[src/vfrd_pkg.sv]
// Package for the video free-run decision block
package vfrd_pkg;
	// Register offsets
	localparam logic [7:0] ADDR_LL_HIGH    = 8'h8F;
	localparam logic [7:0] ADDR_LL_LOW     = 8'h90;
	localparam logic [7:0] ADDR_SCAN       = 8'h91;
	localparam logic [7:0] ADDR_LPF_HIGH   = 8'hAB;
	localparam logic [7:0] ADDR_LPF_LOW    = 8'hAC;
	localparam logic [7:0] ADDR_HDMI_FR    = 8'hBA;
	localparam logic [7:0] ADDR_FORCE      = 8'hBF;
	localparam logic [7:0] ADDR_COL_A      = 8'hC0;
	localparam logic [7:0] ADDR_COL_B      = 8'hC1;
	localparam logic [7:0] ADDR_COL_C      = 8'hC2;
	localparam logic [7:0] ADDR_BUF_CTRL   = 8'hC9;
	localparam logic [7:0] ADDR_CH2_HIGH   = 8'hD0;
	localparam logic [7:0] ADDR_CH2_LOW    = 8'hD1;
	localparam logic [7:0] ADDR_THRESH     = 8'hF3;
	localparam logic [7:0] ADDR_STATUS     = 8'hFF;

	// Field positions
	localparam int SCAN_BIT      = 6;
	localparam int FR_EN_BIT     = 0;
	localparam int FR_MODE_BIT   = 1;
	localparam int FORCE_BIT     = 0;
	localparam int COL_AUTO_BIT  = 1;
	localparam int COL_MAN_BIT   = 2;
	localparam int BUF_DIS_BIT   = 0;
	localparam int STATUS_FR_BIT = 4;

	// Reset values
	localparam logic [2:0] H_THR_RESET = 3'h4;
	localparam logic [2:0] V_THR_RESET = 3'h2;
	localparam logic       SCAN_RESET  = 1'b1;
	localparam logic       FR_EN_RESET = 1'b1;
	localparam logic       COL_AUTO_RESET = 1'b1;

	// Default blue, graphics and component
	localparam logic [7:0] GR_G = 8'h00;
	localparam logic [7:0] GR_R = 8'h00;
	localparam logic [7:0] GR_B = 8'h87;
	localparam logic [7:0] CMP_Y  = 8'h23;
	localparam logic [7:0] CMP_PR = 8'h72;
	localparam logic [7:0] CMP_PB = 8'hD4;

	typedef struct packed {
		logic [10:0] line_length;
		logic [11:0] field_lines;
		logic        valid;
	} vfrd_meas_type;

	typedef struct packed {
		logic [7:0] cha;
		logic [7:0] chb;
		logic [7:0] chc;
	} vfrd_colour_type;

	typedef struct packed {
		logic [10:0] enter;
		logic [10:0] leave;
	} vfrd_thr_type;
endpackage

[src/vfrd_core.sv]
// Free-run decision, default colour and register file of the video core
//
// The address-and-strobe port is this design's own decision.
`timescale 1ns/1ps
module vfrd_core
	import vfrd_pkg::*;
#(
	parameter int LL_W  = 11,
	parameter int LPF_W = 12
)
(
	input  wire logic                   sys_clk,
	input  wire logic                   rst_n,
	input  wire logic [7:0]             reg_addr,
	input  wire logic [7:0]             reg_wdata,
	input  wire logic                   reg_wr,
	input  wire logic                   reg_rd,
	output      logic [7:0]             reg_rdata,
	input  wire vfrd_pkg::vfrd_meas_type meas,
	input  wire logic [LL_W-1:0]        decoded_line_length,
	input  wire logic [LPF_W-1:0]       decoded_frame_lines,
	input  wire logic [LPF_W-1:0]       mode_std_freq_lines,
	input  wire logic                   hdmi_mode,
	input  wire logic                   tmds_clock_present,
	input  wire logic                   format_mismatch,
	input  wire logic                   graphics_mode,
	input  wire logic                   signal_lost,
	input  wire vfrd_pkg::vfrd_colour_type video_in,
	output      vfrd_pkg::vfrd_colour_type video_out,
	output      logic                   free_run,
	output      logic [LPF_W-1:0]       ch1_ideal_field,
	output      logic [LPF_W-1:0]       ch2_ideal_field
);
	import vfrd_pkg::*;

	logic [LL_W-1:0]  ll_override;
	logic [LPF_W-1:0] lpf_override;
	logic [10:0]      ch2_field_length;
	logic             interlaced;
	logic             fr_enable;
	logic             fr_mode;
	logic             force_fr;
	logic             col_auto;
	logic             col_man;
	logic             buf_disable;
	logic [2:0]       h_thr_sel;
	logic [2:0]       v_thr_sel;
	vfrd_colour_type  man_colour;
	logic [LPF_W-1:0] buffered_lines;
	logic             h_fr;
	logic             v_fr;
	logic             auto_fr;
	logic [7:0]       next_rdata;

	// Absolute difference, shared by both axes
	function automatic logic [LPF_W-1:0] absdiff(
		input logic [LPF_W-1:0] a,
		input logic [LPF_W-1:0] b
	);
		absdiff = (a > b) ? a - b : b - a;
	endfunction

	// Hysteresis step; holds state between crossings
	function automatic logic hyst(
		input logic             state,
		input logic [LPF_W-1:0] diff,
		input vfrd_thr_type     thr
	);
		if (!state)
			hyst = diff >= LPF_W'(thr.enter);
		else
			hyst = !(diff <= LPF_W'(thr.leave));
	endfunction

	function automatic vfrd_thr_type h_thr(input logic [2:0] c);
		case (c)
			3'h0: h_thr = '{11'd2, 11'd1};
			3'h1: h_thr = '{11'd256, 11'd200};
			3'h2: h_thr = '{11'd128, 11'd112};
			3'h3: h_thr = '{11'd64, 11'd48};
			3'h4: h_thr = '{11'd32, 11'd24};
			3'h5: h_thr = '{11'd16, 11'd12};
			3'h6: h_thr = '{11'd8, 11'd6};
			default: h_thr = '{11'd4, 11'd3};
		endcase
	endfunction

	function automatic vfrd_thr_type v_thr(input logic [2:0] c);
		case (c)
			3'h0: v_thr = '{11'd36, 11'd31};
			3'h1: v_thr = '{11'd18, 11'd15};
			3'h2: v_thr = '{11'd10, 11'd7};
			3'h3: v_thr = '{11'd4, 11'd3};
			3'h4: v_thr = '{11'd51, 11'd46};
			3'h5: v_thr = '{11'd69, 11'd63};
			3'h6: v_thr = '{11'd134, 11'd127};
			default: v_thr = '{11'd263, 11'd255};
		endcase
	endfunction

	wire [LL_W-1:0] ideal_line =
		(ll_override == '0) ? decoded_line_length : ll_override;
	// channel 1 ideal from override and scan type
	wire [LPF_W-1:0] ovr_field =
		interlaced ? (lpf_override >> 1) : lpf_override;
	wire [LPF_W-1:0] ch1_field =
		(lpf_override == '0) ? decoded_frame_lines : ovr_field;
	// channel 2 borrows the channel 1 field when its own is zero
	wire [LPF_W-1:0] ch2_field =
		(ch2_field_length == '0) ? ch1_field : LPF_W'(ch2_field_length);
	// measured line length in crystal cycles
	wire [LPF_W-1:0] h_diff = absdiff(LPF_W'(meas.line_length),
		LPF_W'(ideal_line));
	wire [LPF_W-1:0] v_diff = absdiff(meas.field_lines, ch1_field);
	wire next_h_fr = hyst(h_fr, h_diff, h_thr(h_thr_sel));
	wire next_v_fr = hyst(v_fr, v_diff, v_thr(v_thr_sel));

	wire hdmi_fr = fr_enable &&
		(!tmds_clock_present || (fr_mode && format_mismatch));
	// free-run resolution choice; deep colour guard is software's
	wire [LPF_W-1:0] fr_lines = buf_disable ? mode_std_freq_lines
		: buffered_lines;

	wire status_fr = force_fr || (hdmi_mode ? hdmi_fr : auto_fr);

	wire vfrd_colour_type blue = graphics_mode ?
		vfrd_colour_type'{GR_G, GR_R, GR_B}
		: vfrd_colour_type'{CMP_Y, CMP_PR, CMP_PB};
	wire vfrd_colour_type fill = col_man ? man_colour : blue;
	// forced always, automatic only on signal loss
	wire insert = force_fr || (col_auto && status_fr && signal_lost);

	wire wr_ll_h  = reg_wr && reg_addr == ADDR_LL_HIGH;
	wire wr_ll_l  = reg_wr && reg_addr == ADDR_LL_LOW;
	wire wr_scan  = reg_wr && reg_addr == ADDR_SCAN;
	wire wr_lpf_h = reg_wr && reg_addr == ADDR_LPF_HIGH;
	wire wr_lpf_l = reg_wr && reg_addr == ADDR_LPF_LOW;
	wire wr_hdmi  = reg_wr && reg_addr == ADDR_HDMI_FR;
	wire wr_force = reg_wr && reg_addr == ADDR_FORCE;
	wire wr_ch2_h = reg_wr && reg_addr == ADDR_CH2_HIGH;
	wire wr_ch2_l = reg_wr && reg_addr == ADDR_CH2_LOW;
	wire wr_buf   = reg_wr && reg_addr == ADDR_BUF_CTRL;
	wire wr_thr   = reg_wr && reg_addr == ADDR_THRESH;

	always_comb
	begin
		next_rdata = 8'h00;
		case (reg_addr)
			ADDR_LL_HIGH:  next_rdata = {5'h00, ll_override[10:8]};
			ADDR_LL_LOW:   next_rdata = ll_override[7:0];
			ADDR_SCAN:     next_rdata = {1'b0, interlaced, 6'h00};
			ADDR_LPF_HIGH: next_rdata = lpf_override[11:4];
			ADDR_LPF_LOW:  next_rdata = {lpf_override[3:0], 4'h0};
			ADDR_HDMI_FR:  next_rdata = {6'h00, fr_mode, fr_enable};
			ADDR_FORCE:    next_rdata = {5'h00, col_man, col_auto, force_fr};
			ADDR_COL_A:    next_rdata = man_colour.cha;
			ADDR_COL_B:    next_rdata = man_colour.chb;
			ADDR_COL_C:    next_rdata = man_colour.chc;
			ADDR_BUF_CTRL: next_rdata = {7'h00, buf_disable};
			ADDR_CH2_HIGH: next_rdata = {5'h00, ch2_field_length[10:8]};
			ADDR_CH2_LOW:  next_rdata = ch2_field_length[7:0];
			ADDR_THRESH:   next_rdata = {2'h0, v_thr_sel, h_thr_sel};
			ADDR_STATUS:   next_rdata = {3'h0, status_fr, 4'h0};
			default:       next_rdata = 8'h00;
		endcase
	end

	always_ff @(posedge sys_clk)
	begin
		if (!rst_n)
			reg_rdata <= 8'h00;
		else
			reg_rdata <= reg_rd ? next_rdata : 8'h00;
	end

	always_ff @(posedge sys_clk)
	begin
		if (!rst_n)
		begin
			ll_override <= '0;
			lpf_override <= '0;
			ch2_field_length <= '0;
			interlaced <= SCAN_RESET;
			fr_enable <= FR_EN_RESET;
			fr_mode <= 1'b0;
			force_fr <= 1'b0;
			col_auto <= COL_AUTO_RESET;
			col_man <= 1'b0;
			buf_disable <= 1'b0;
			h_thr_sel <= H_THR_RESET;
			v_thr_sel <= V_THR_RESET;
			man_colour <= '0;
		end
		else
		begin
			if (wr_ll_h) ll_override[10:8] <= reg_wdata[2:0];
			if (wr_ll_l) ll_override[7:0] <= reg_wdata;
			if (wr_lpf_h) lpf_override[11:4] <= reg_wdata;
			if (wr_lpf_l) lpf_override[3:0] <= reg_wdata[7:4];
			if (wr_ch2_h) ch2_field_length[10:8] <= reg_wdata[2:0];
			if (wr_ch2_l) ch2_field_length[7:0] <= reg_wdata;
			if (wr_scan) interlaced <= reg_wdata[SCAN_BIT];
			if (wr_hdmi)
			begin
				fr_enable <= reg_wdata[FR_EN_BIT];
				fr_mode <= reg_wdata[FR_MODE_BIT];
			end
			if (wr_force)
			begin
				force_fr <= reg_wdata[FORCE_BIT];
				col_auto <= reg_wdata[COL_AUTO_BIT];
				col_man <= reg_wdata[COL_MAN_BIT];
			end
			if (reg_wr && reg_addr == ADDR_COL_A) man_colour.cha <= reg_wdata;
			if (reg_wr && reg_addr == ADDR_COL_B) man_colour.chb <= reg_wdata;
			if (reg_wr && reg_addr == ADDR_COL_C) man_colour.chc <= reg_wdata;
			if (wr_buf) buf_disable <= reg_wdata[BUF_DIS_BIT];
			if (wr_thr)
			begin
				h_thr_sel <= reg_wdata[2:0];
				v_thr_sel <= reg_wdata[5:3];
			end
		end
	end

	// evaluate once per measured field, hold otherwise
	always_ff @(posedge sys_clk)
	begin
		if (!rst_n)
		begin
			h_fr <= 1'b0;
			v_fr <= 1'b0;
			auto_fr <= 1'b0;
			buffered_lines <= '0;
		end
		else if (meas.valid)
		begin
			h_fr <= next_h_fr;
			v_fr <= next_v_fr;
			auto_fr <= next_h_fr || next_v_fr;
			// Timing kept only while the link carries a clock
			if (hdmi_mode && tmds_clock_present)
				buffered_lines <= meas.field_lines;
		end
	end

	always_ff @(posedge sys_clk)
	begin
		if (!rst_n)
			video_out <= '0;
		else
			video_out <= insert ? fill : video_in;
	end

	assign free_run = status_fr;
	// HDMI takes buffered or mode-derived lines
	assign ch1_ideal_field = hdmi_mode ? fr_lines : ch1_field;
	assign ch2_ideal_field = ch2_field;

	// state only moves on a measurement
	property p_hold;
		@(posedge sys_clk) disable iff (!rst_n)
		!meas.valid |=> $stable(auto_fr);
	endproperty
	a_hold: assert property (p_hold) else $error("state moved");

	// disabled HDMI never free runs unless forced
	property p_hdmi_off;
		@(posedge sys_clk) disable iff (!rst_n)
		(hdmi_mode && !fr_enable && !force_fr) |-> !free_run;
	endproperty
	a_hdmi_off: assert property (p_hdmi_off) else $error("hdmi off ran");

	// lost TMDS clock makes free run when HDMI free run is enabled
	property p_tmds;
		@(posedge sys_clk) disable iff (!rst_n)
		(hdmi_mode && fr_enable && !tmds_clock_present) |-> free_run;
	endproperty
	a_tmds: assert property (p_tmds) else $error("tmds loss ignored");

	// mismatch only matters in mode 1
	property p_mismatch;
		@(posedge sys_clk) disable iff (!rst_n)
		(hdmi_mode && !force_fr && tmds_clock_present && !fr_mode)
		|-> !free_run;
	endproperty
	a_mismatch: assert property (p_mismatch) else $error("mode0 ran");

	// forced free run shows fill next cycle
	property p_force;
		@(posedge sys_clk) disable iff (!rst_n)
		force_fr |=> video_out == $past(fill);
	endproperty
	a_force: assert property (p_force) else $error("no fill");

	property p_status;
		@(posedge sys_clk) disable iff (!rst_n)
		(reg_rd && reg_addr == ADDR_STATUS)
		|=> reg_rdata[STATUS_FR_BIT] == $past(free_run);
	endproperty
	a_status: assert property (p_status) else $error("bad status");

	property p_decode;
		@(posedge sys_clk) disable iff (!rst_n)
		lpf_override == '0 |-> ch1_field == decoded_frame_lines;
	endproperty
	a_decode: assert property (p_decode) else $error("bad ideal");

	// channel 2 follows channel 1 when its own is zero
	property p_ch2;
		@(posedge sys_clk) disable iff (!rst_n)
		ch2_field_length == '0 |-> ch2_ideal_field == ch1_field;
	endproperty
	a_ch2: assert property (p_ch2) else $error("bad ch2");
endmodule

[config.mk]
export PLATFORM = sky130hd
export DESIGN_NAME = vfrd_core
export DESIGN_NICKNAME = d
export VERILOG_FILES = /design/src/vfrd_pkg.sv /design/src/vfrd_core.sv
export SDC_FILE = /design/constraint.sdc
export NUM_CORES = 1
export LEC_CHECK = 0
export ABC_AREA = 1
export BUFFER_PORTS_ARGS = -buffer_cell sky130_fd_sc_hd__buf_4
export CORE_UTILIZATION = 55
export DETAILED_ROUTE_END_ITERATION = 8
export PLACE_DENSITY = 0.86
export SYNTH_ARGS = -nofsm -noshare
export SYNTH_HDL_FRONTEND = slang
export SYNTH_SLANG_ARGS = --single-unit
[constraint.sdc]
create_clock -name sys_clk -period 8.15 [get_ports sys_clk]
set_input_delay 0.4075 -clock sys_clk [delete_from_list [all_inputs] [get_ports sys_clk]]
set_output_delay 0.4075 -clock sys_clk [all_outputs]
set_load 0.02 [all_outputs]
Word level (Yosys, flattened, before mapping)
Index checks and enable logic that the tools add are counted.
- flip-flop bits (word level): 118
- logic and storage cells: 113
- magnitude comparators: 6
- add/subtract/negate cells: 4
- mux-type cells: 17
- eq/ne operators: 27
- reduce and logical (&&, ||, !) cells: 33
- operators by type and width (kind ; number):
    one-hot mux 20 bit (7 select lines) ; 2
    == test 8 bit, second input constant ; 15
    one-hot mux 8 bit (15 select lines) ; 1
    2-to-1 mux 12 bit ; 7
    2-to-1 mux 24 bit ; 2
    >= comparator 12 x 11 -> 1 bit ; 2
    less-or-equal comparator 12 x 11 -> 1 bit ; 2
    subtractor 11 x 11 -> 12 bit ; 2
    subtractor 12 bit ; 2
    zero test 11 bit ; 2
    2-to-1 mux 22 bit ; 1
    logical AND 1 bit ; 19
    == test 3 bit, second input constant ; 6
    == test 3 x 2 -> 1 bit, second input constant ; 4
    greater-than comparator 12 bit ; 1
    zero test 12 bit ; 1
    greater-than comparator 11 bit ; 1
    2-to-1 mux 11 bit ; 1
    == test 3 x 1 -> 1 bit, second input constant ; 2
    zero test 3 bit ; 2
    logical OR 1 bit ; 4
    AND reduction 2 bit ; 2
    zero test 1 bit ; 3
    2-to-1 mux 1 bit ; 3

Depth between registers and ports, before layout
Gate-level depths: netlist of the first run.
- word-level depth: 9
- mapped depth: 36
- gate-level depth less buffers: 35

Worst setup path before layout of the first run
Ideal clock, no wire load.
- kind: register -> register
- from: register ll_override[7]
- to: register auto_fr
- library setup time: 132 ps
- clock period less this slack: 4193 ps
- data arrival time: 4061 ps
- buffers on the path: 2
- data required time: 8018 ps
- stages on the path, launching flop included: 32
- slack: 3957 ps
- path through: dfxtp_1 nor4_1 nand3_1 inv_1 clkbuf_1 a21oi_1 inv_1 ha_1 a21o_1 a21oi_1 nand2_1 nand2_1 nand2_2 a21o_4 nand2_4 buf_4 nand2_1 o21ai_1 o21ai_1 xnor2_1 inv_1 ha_1 nand2_1 nor2_1 a211oi_1 o21ai_0 a211o_1 o21ai_1 nand3_1 nand2_1 o21a_1 a21oi_2
- longest elaborated chain between the ends: 8
- elaborated cells between the ends (all ways): 11
- those cells by class: add/sub: 2; order compare: 3; mux: 3; reduce/logical: 3
- ends and longest elaborated chain (element ; RTL line ; source):
    from (decl) ; vfrd_core.sv:36 ; logic [LL_W-1:0] ll_override;
    from (signal assigned) ; vfrd_core.sv:197 ; if (wr_ll_l) ll_override[7:0] <= reg_wdata;
    zero test 11 bit ; vfrd_core.sv:102 ; (ll_override == '0) ? decoded_line_length : ll_override;
    2-to-1 mux 11 bit * ; vfrd_core.sv:102 ;
    subtractor 11 x 11 -> 12 bit or greater-than comparator 11 bit (tied branches) ; vfrd_core.sv:60 ; absdiff = (a > b) ? a - b : b - a;
    2-to-1 mux 12 bit * ; vfrd_core.sv:60 ;
    less-or-equal comparator 12 x 11 -> 1 bit ; vfrd_core.sv:72 ; hyst = !(diff <= LPF_W'(thr.leave));
    zero test 1 bit ; vfrd_core.sv:72 ;
    2-to-1 mux 1 bit * ; vfrd_core.sv:69 ; if (!state)
    logical OR 1 bit * ; vfrd_core.sv:240 ; auto_fr <= next_h_fr || next_v_fr;
    to (signal assigned) ; vfrd_core.sv:240 ;
    to (decl) ; vfrd_core.sv:52 ; logic auto_fr;
Mark *: on every way between the ends. The rest lies on a longest branch, timed or not.
A chain may end at the register's enable or synchronous reset.

Worst setup path after layout of the first run
- from: register lpf_override[10]
- to: register v_fr
- longest elaborated chain between the ends: 7
- elaborated cells between the ends (all ways): 11
- those cells by class: add/sub: 2; order compare: 3; mux: 4; reduce/logical: 2
- ends and longest elaborated chain (element ; RTL line ; source):
    from (decl) ; vfrd_core.sv:37 ; logic [LPF_W-1:0] lpf_override;
    from (signal assigned) ; vfrd_core.sv:198 ; if (wr_lpf_h) lpf_override[11:4] <= reg_wdata;
    zero test 12 bit or 2-to-1 mux 12 bit (tied branches) ; vfrd_core.sv:107, vfrd_core.sv:105 ;
    2-to-1 mux 12 bit * ; vfrd_core.sv:107 ; (lpf_override == '0) ? decoded_frame_lines : ovr_field;
    subtractor 12 bit or greater-than comparator 12 bit (tied branches) ; vfrd_core.sv:60 ;
    2-to-1 mux 12 bit * ; vfrd_core.sv:60 ;
    less-or-equal comparator 12 x 11 -> 1 bit ; vfrd_core.sv:72 ;
    zero test 1 bit ; vfrd_core.sv:72 ;
    2-to-1 mux 1 bit * ; vfrd_core.sv:69 ;
    to (signal assigned) ; vfrd_core.sv:239 ; v_fr <= next_v_fr;
    to (decl) ; vfrd_core.sv:51 ; logic v_fr;
Marks and branches as above.

==> flow_summary.toml, run 1 <==
[outcome]
status = "finished, violations left"
violations = "DRC"

[grt]
grt_max_degree = 92
grt_pass1_vias = 8797
grt_usage_pct = 35.2
antenna_found_initial = 0
grt_first_pass_wirelength_um = 44500
overflow = 0

[layout]
final_util_pct = 68.4
fillCellCount = 1337
drive_above_1_share_pct = 16.2
area_growth_pct = 21.8
final_nets = 1604
n_antenna_cell = 0

[power]
p_leak_nw = 4.79
peakVddDrop_v = 0.000197
power.density_mw_per_mm2 = 180

[setup_path]
slowest_stage = "a21oi_1"
critPathKind = "flip-flop to flip-flop"
critical_path_arrival_ps = 5220
slowest_delay_ps = 570
start_kind = "flip-flop"
path_max_fanout = 13
required_ps = 8420
critPathCaptureType = "flip-flop"

[synth]
async_flop_share_pct = 0
synth_cell_types = 53
yosysWarnings = 0
synth-seq-cells = 118
synthTopCellsByCount = "194 x inv_1, 192 x nand2_1, 157 x a21oi_1"
syn-num-nets = 1467
synth_area_leader_cell = "dfxtp_1"
yosys.area_share.xor_xnor_pct = 2.46
ys.flop_type = "dfxtp_1"
synth.area.top_cells = "dfxtp_1 28%, ha_1 11%, a21oi_1 9.2%, o21ai_0 8.7%, inv_1 8.5%"
syn_inst = 1280
syn-cell-area_sq_mm = 0.00854
synth-compound-area-share_pct = 26.0
yosysMostFrequentCell = "inv_1"
synthMuxAreaShare_pct = 0.352
yosysTopAreaCellShare_pct = 27.7
synth-simple-area-share_pct = 20.2
yosysSeqAreaShare_pct = 27.7
synth_top_family_by_area = "compound AO/OA/AOI/OAI gates"
synthAdderAreaFrac_pct = 11.9
syn_area_per_cell_sq_um = 6.67
synth_edf_count = 0

[worst_hold_path]
hp-class = "input pin to flip-flop"

[sta]
period_needed_ps = 4950
rsz0062_at_grt = "no"
finalSetupViolCount = 0
tightest_slew_ps = 921
max_freq_mhz = 202
max_slew_margin_pct = 38.5
slew_violations = 0
post-route-period-util_pct = 60.7
setup_tns_ps = 0
final_hold_viol_count = 0
fin_worst_skew_ps = 12.5

[clocking]
clk_pin_slew_ps = 60
cts_root_buf = "clkbuf_16"
htree_levels = 4
hold_buffers = 0
cts_buffer_depth = 2
clk_latency_ps = 430
post_cts_resized = 0
post_cts_buffers = 0
cts_buffers = 17
clock_sinks = 118
cts_tree = "built"

[place]
gp_congestion = 0.980
dpl.hpwl_um = 21300
numPortBuffers = 164

[floorplan]
fp.dieH_um = 127
die_w_um = 127
rows = 45
start_util_pct = 56.2
dieArea_sq_mm = 0.0160
coreArea_sq_mm = 0.0152
io_pins = 165

[detailed_routing]
first_iter_violations = 925
routed_wl_um = 27900
routedWlPerCell_um = 17.3
route.detailed.drc = 2
vias = 9378
ant_nets = 0
via_per_inst = 5.80
drtPass1Iterations = 7

[flow_run]
drv_cap = 0
[layer usage]
| layer | GRT usage, % | share of wire [%] | vias up |
|---|---|---|---|
| met5 | 0 | 0 | - |
| met4 | 15.6 | 3.7 | 0 |
| met3 | 4.77 | 8.9 | 73 |
| met2 | 54.9 | 45 | 487 |
| met1 | 48.6 | 43 | 4267 |
| li1 | - | - | 4551 |
[worst max-delay path, delay by kind of cell, from the launching register on]
kind | cells | cell delay (ps)
buffers and inverters | 4 | 520
DFF | 1 | 400
and+or+nand+nor | 17 | 1350
AOI/OAI and AO/OA | 9 | 1680
xor gates and xnor gates | 1 | 140
adders and majority gates | 2 | 700
[flip-flops by register name, summed over array words and instances (netlist names), 3 cells and up]
register          cells
ch2_field_length     11
video_out            24
reg_rdata             8
ll_override          11
v_thr_sel             3
lpf_override         12
man_colour           24
buffered_lines       12
h_thr_sel             3
[area by class of cell]
cell class                      instances  area, sq um  area share, %
Clock inverter                         13          146           1.41
Timing Repair Buffer                  165         1240           11.9
Inverter                              204          768           7.39
Multi-Input combinational cell        911         5210           50.1
Clock buffer                           18          439           4.22
Sequential cell                       118         2360           22.7
Tap cell                              188          235           2.26
[report_power, final]
part,switching (W),leakage [nW],total [W],internal [W]
Sequential,0.00000576,0.960,0.000598,0.000592
Combinational,0.000317,3.55,0.000528,0.000211
Clock,0.000282,0.284,0.000741,0.000459
Total,0.000605,4.79,0.00187,0.00126
[placed cells by master, fill, tap and decap left out, types with 3 or more instances in the layout]
master       n
nor3_1      14
clkbuf_16   17
dfxtp_1    118
a21oi_1    157
buf_4      165
fa_1         4
xnor2_1      5
o21ai_2      3
a21o_1       5
ha_1        75
mux2i_1      3
inv_1      194
o21ai_0    148
nor2_1     116
o21ai_1     11
inv_6        4
o22ai_1     23
o221ai_1     3
inv_2        7
a21boi_0     3
nand3_2      3
a31oi_1      7
xor2_1      19
nand2_1    192
nand2_2      6
a221oi_1     9
a211oi_1    11
clkinv_4     3
nand4_1      7
nand3_1     45
nor4_1       7
nand2_4      5
o211ai_1     8
[per-stage QoR]
step	total power, W	setup WS [ps]	area [sq um]	std cells	hold WS (ps)
after detailed placement	0.00113	3310	9820	1586	436
after global routing	0.00196	2730	10400	1617	283
after global placement	0.00112	3430	9820	1586	431
after floorplan	0.000958	3960	8540	1280	420
final	0.00187	3200	10400	1617	250
after CTS	0.00186	3280	10400	1617	255
[worst paths after layout]
kind,start,endpoint,slack [ps],cells past startpoint
max reg2reg,lpf_override[10],v_fr,3200,33
max,lpf_override[10],v_fr,3200,33
min reg2reg,buffered_lines[7],buffered_lines[7],440,2
min,video_in[3],video_out[3],250,3
[kinds of logic (layout without fill, tap and decap cells)]
| family | count (synthesis) | in the layout |
|---|---|---|
| AOI/OAI and AO/OA | 401 | 401 |
| xor gates and xnor gates | 24 | 24 |
| adders and majority gates | 79 | 79 |
| buffers and inverters | 251 | 400 |
| DFF | 118 | 118 |
| muxes | 3 | 3 |
| and+or+nand+nor | 404 | 404 |
Note: power is estimated with default switching activity, not from simulation.
==> inputs of run 2 (changes only) <==
ABC_AREA = 0   (was 1)
clock period = 4.75 ns   (was 8.15 ns; I/O delays follow)
==> flow_summary.toml, run 2 <==
[grt]
grt_first_pass_wirelength_um = 46100
antenna_found_initial = 0
grt_pass1_vias = 9107
grt_max_degree = 112
overflow = 0
grt_usage_pct = 35.7

[synth]
async_flop_share_pct = 0
syn_area_per_cell_sq_um = 7.79
yosysMostFrequentCell = "nand2_1"
synthTopCellsByCount = "167 x nand2_1, 118 x dfxtp_1, 101 x nand3_1"
syn-cell-area_sq_mm = 0.00882
synth-seq-cells = 118
synth.area.top_cells = "dfxtp_1 27%, ha_1 11%, a21boi_0 7.6%, nand2_1 7.1%, nand3_1 5.7%"
synth_cell_types = 64
yosysTopAreaCellShare_pct = 26.8
syn-num-nets = 1319
yosysWarnings = 0
synth_area_leader_cell = "dfxtp_1"
synth_edf_count = 0
ys.flop_type = "dfxtp_1"
yosysSeqAreaShare_pct = 26.8
syn_inst = 1132

[layout]
drive_above_1_share_pct = 25.4
fillCellCount = 1144
area_growth_pct = 30.0
n_antenna_cell = 0
final_common_cell = "buf_4"
multi_input_area_sq_mm = 0.00621
reg.largest.list = "man_colour: 24 flops, video_out: 24 flops"
final_cell_mix = "238 x buf_4, 167 x nand2_1, 113 x dfxtp_1, 101 x nand3_1, 89 x a21boi_0"
final_cells = 1543
register_area_sq_mm = 0.00237
final_util_pct = 74.3
final_nets = 1506

[floorplan]
start_util_pct = 57.2
dieArea_sq_mm = 0.0165
fp.dieH_um = 129
rows = 45
io_pins = 165
coreArea_sq_mm = 0.0154
die_w_um = 129

[place]
dp.cells = 1503
gp_congestion = 1.05
dpl.hpwl_um = 21900
numPortBuffers = 164
preCtsSetupSlack_ps = 12.9

[setup_path]
critPathKind = "flip-flop to flip-flop"
r2r_end = "auto_fr"
required_ps = 5030
slowest_stage = "dfxtp_2"
reg2reg_slack_ps = -60
start_kind = "flip-flop"
rr_worst_depth = 22
path_max_fanout = 6
crit_family = "compound AO/OA/AOI/OAI gates"
cp_cell_sequence = "nor4_2 -> nand2_1 -> nor4_2 -> buf_2 -> a21o_1 -> ha_1 -> nor2b_1 -> o21bai_1 -> nand4b_1 -> and3_4 -> buf_4 -> mux2i_2 -> xor2_1 -> ha_1 -> a21o_1 -> a211o_1 -> a211oi_2 -> o21bai_1 -> a211oi_1 -> a41oi_1 -> nor4_2 -> a31oi_1"
cp_common_cell = "nor4_2"
critPathCaptureType = "flip-flop"
slowest_delay_ps = 330
critical_path_arrival_ps = 5090
cp.buffers_inverters = 2
r2r_start = "ll_override[7]"

[detailed_routing]
routed_wl_um = 30500
via_per_inst = 6.26
route.detailed.drc = 0
first_iter_violations = 1443
ant_nets = 0
vias = 9655
drtPass1Iterations = 7
routedWlPerCell_um = 19.8

[power]
seq_power_share_pct = 31.9
p_int_w = 0.00217
p_leak_nw = 4.90
swShare_pct = 31.9
p_clk_share_pct = 38.8
peakVddDrop_v = 0.000252
p_comb_share_pct = 29.3
power.density_mw_per_mm2 = 278
power_switching_w = 0.00102

[sta]
final_hold_viol_count = 0
slew_violations = 0
rsz0062_at_grt = "yes"
worst_slack_ps = -56.7
fin_worst_skew_ps = 9.02
max_freq_mhz = 208
worst_hold_slack_ps = 52.9
post-route-period-util_pct = 101
max_slew_margin_pct = 14.1
tightest_slew_ps = 1280
period_needed_ps = 4810
finalSetupViolCount = 2

[clocking]
clk_latency_ps = 430
cts_buffers = 17
clock_sinks = 118
htree_levels = 4
cts_buffer_depth = 2
cts_root_buf = "clkbuf_16"
cts_tree = "built"
clk_pin_slew_ps = 60

[outcome]
violations = "setup timing"
status = "finished, violations left"

[worst_hold_path]
min_from = "video_in[7]"
hp-class = "input pin to flip-flop"
min_to = "video_out[7]"
whs_path_depth = 2

[flow_run]
drv_cap = 0
-- run 2: worst max-delay path by stage --
stage | start | endpoint | slack [ps] | cells after the start
after floorplan | lpf_override[8] | auto_fr | 30 | 23
after global placement | lpf_override[8] | auto_fr | 140 | 21
after detailed placement | lpf_override[7] | v_fr | 10 | 20
after CTS | ll_override[1] | auto_fr | 30 | 23
after global routing | ll_override[7] | auto_fr | -340 | 22
final | ll_override[7] | auto_fr | -60 | 22
-- run 2: cell families (layout without fill, tap and decap cells) --
logic type,count (synthesis),count (layout),synth area share [%]
AND/OR/NAND/NOR,435,436,24.2
AO/OA/AOI/OAI,307,307,25.2
buffers and inverters,134,333,5.84
flip-flops,118,118,26.8
adder cells (fa/ha/maj),79,79,11.5
multiplexers,38,38,4.40
XOR/XNOR,21,21,2.09
-- run 2: timing repair --
action | in CTS | in global routing
setup buffers | 0 | 6
pin swaps | 1 | 10
cloned | 0 | 2
hold buffers | 0 | 0
endpoints found under the setup margin | 2 | 3
gates resized for setup | 2 | 36
-- run 2: stage by stage --
stage | cell area, sq um | total power (W) | TNS (ps)
2_1_floorplan | 8920 | 0.00159 | 0
3_3_place_gp | 10700 | 0.00188 | 0
3_5_place_dp | 10700 | 0.00191 | 0
4_1_cts | 11200 | 0.00312 | 0
5_1_grt | 11500 | 0.00330 | -854
6_report | 11500 | 0.00319 | -83.8
-- run 2: power groups by stage --
| stage | Combinational [W] | Sequential, W | Clock, W |
|---|---|---|---|
| 3_3_place_gp | 0.000842 | 0.00104 | 0 |
| 5_1_grt | 0.00101 | 0.00102 | 0.00128 |
| 4_1_cts | 0.000874 | 0.00102 | 0.00123 |
| 3_5_place_dp | 0.000866 | 0.00104 | 0 |
| 6_report | 0.000933 | 0.00102 | 0.00124 |
| 2_1_floorplan | 0.000530 | 0.00106 | 0 |
-- run 2: metal layers --
layer | vias up | track usage [%] | routed length [um]
met2 | 651 | 56.5 | 13700
met4 | 0 | 21.7 | 2080
met1 | 4411 | 44.2 | 11700
met5 | - | 0 | 0
met3 | 185 | 8.11 | 3020
li1 | 4408 | - | -
-- run 2: layout make-up --
| class | instances | share of cell area, % |
|---|---|---|
| Multi-Input combinational cell | 881 | 54.2 |
| Sequential cell | 118 | 20.7 |
| Timing Repair Buffer | 241 | 16.0 |
| Clock buffer | 18 | 3.83 |
| Tap cell | 211 | 2.30 |
| Inverter | 60 | 1.96 |
| Clock inverter | 14 | 1.10 |
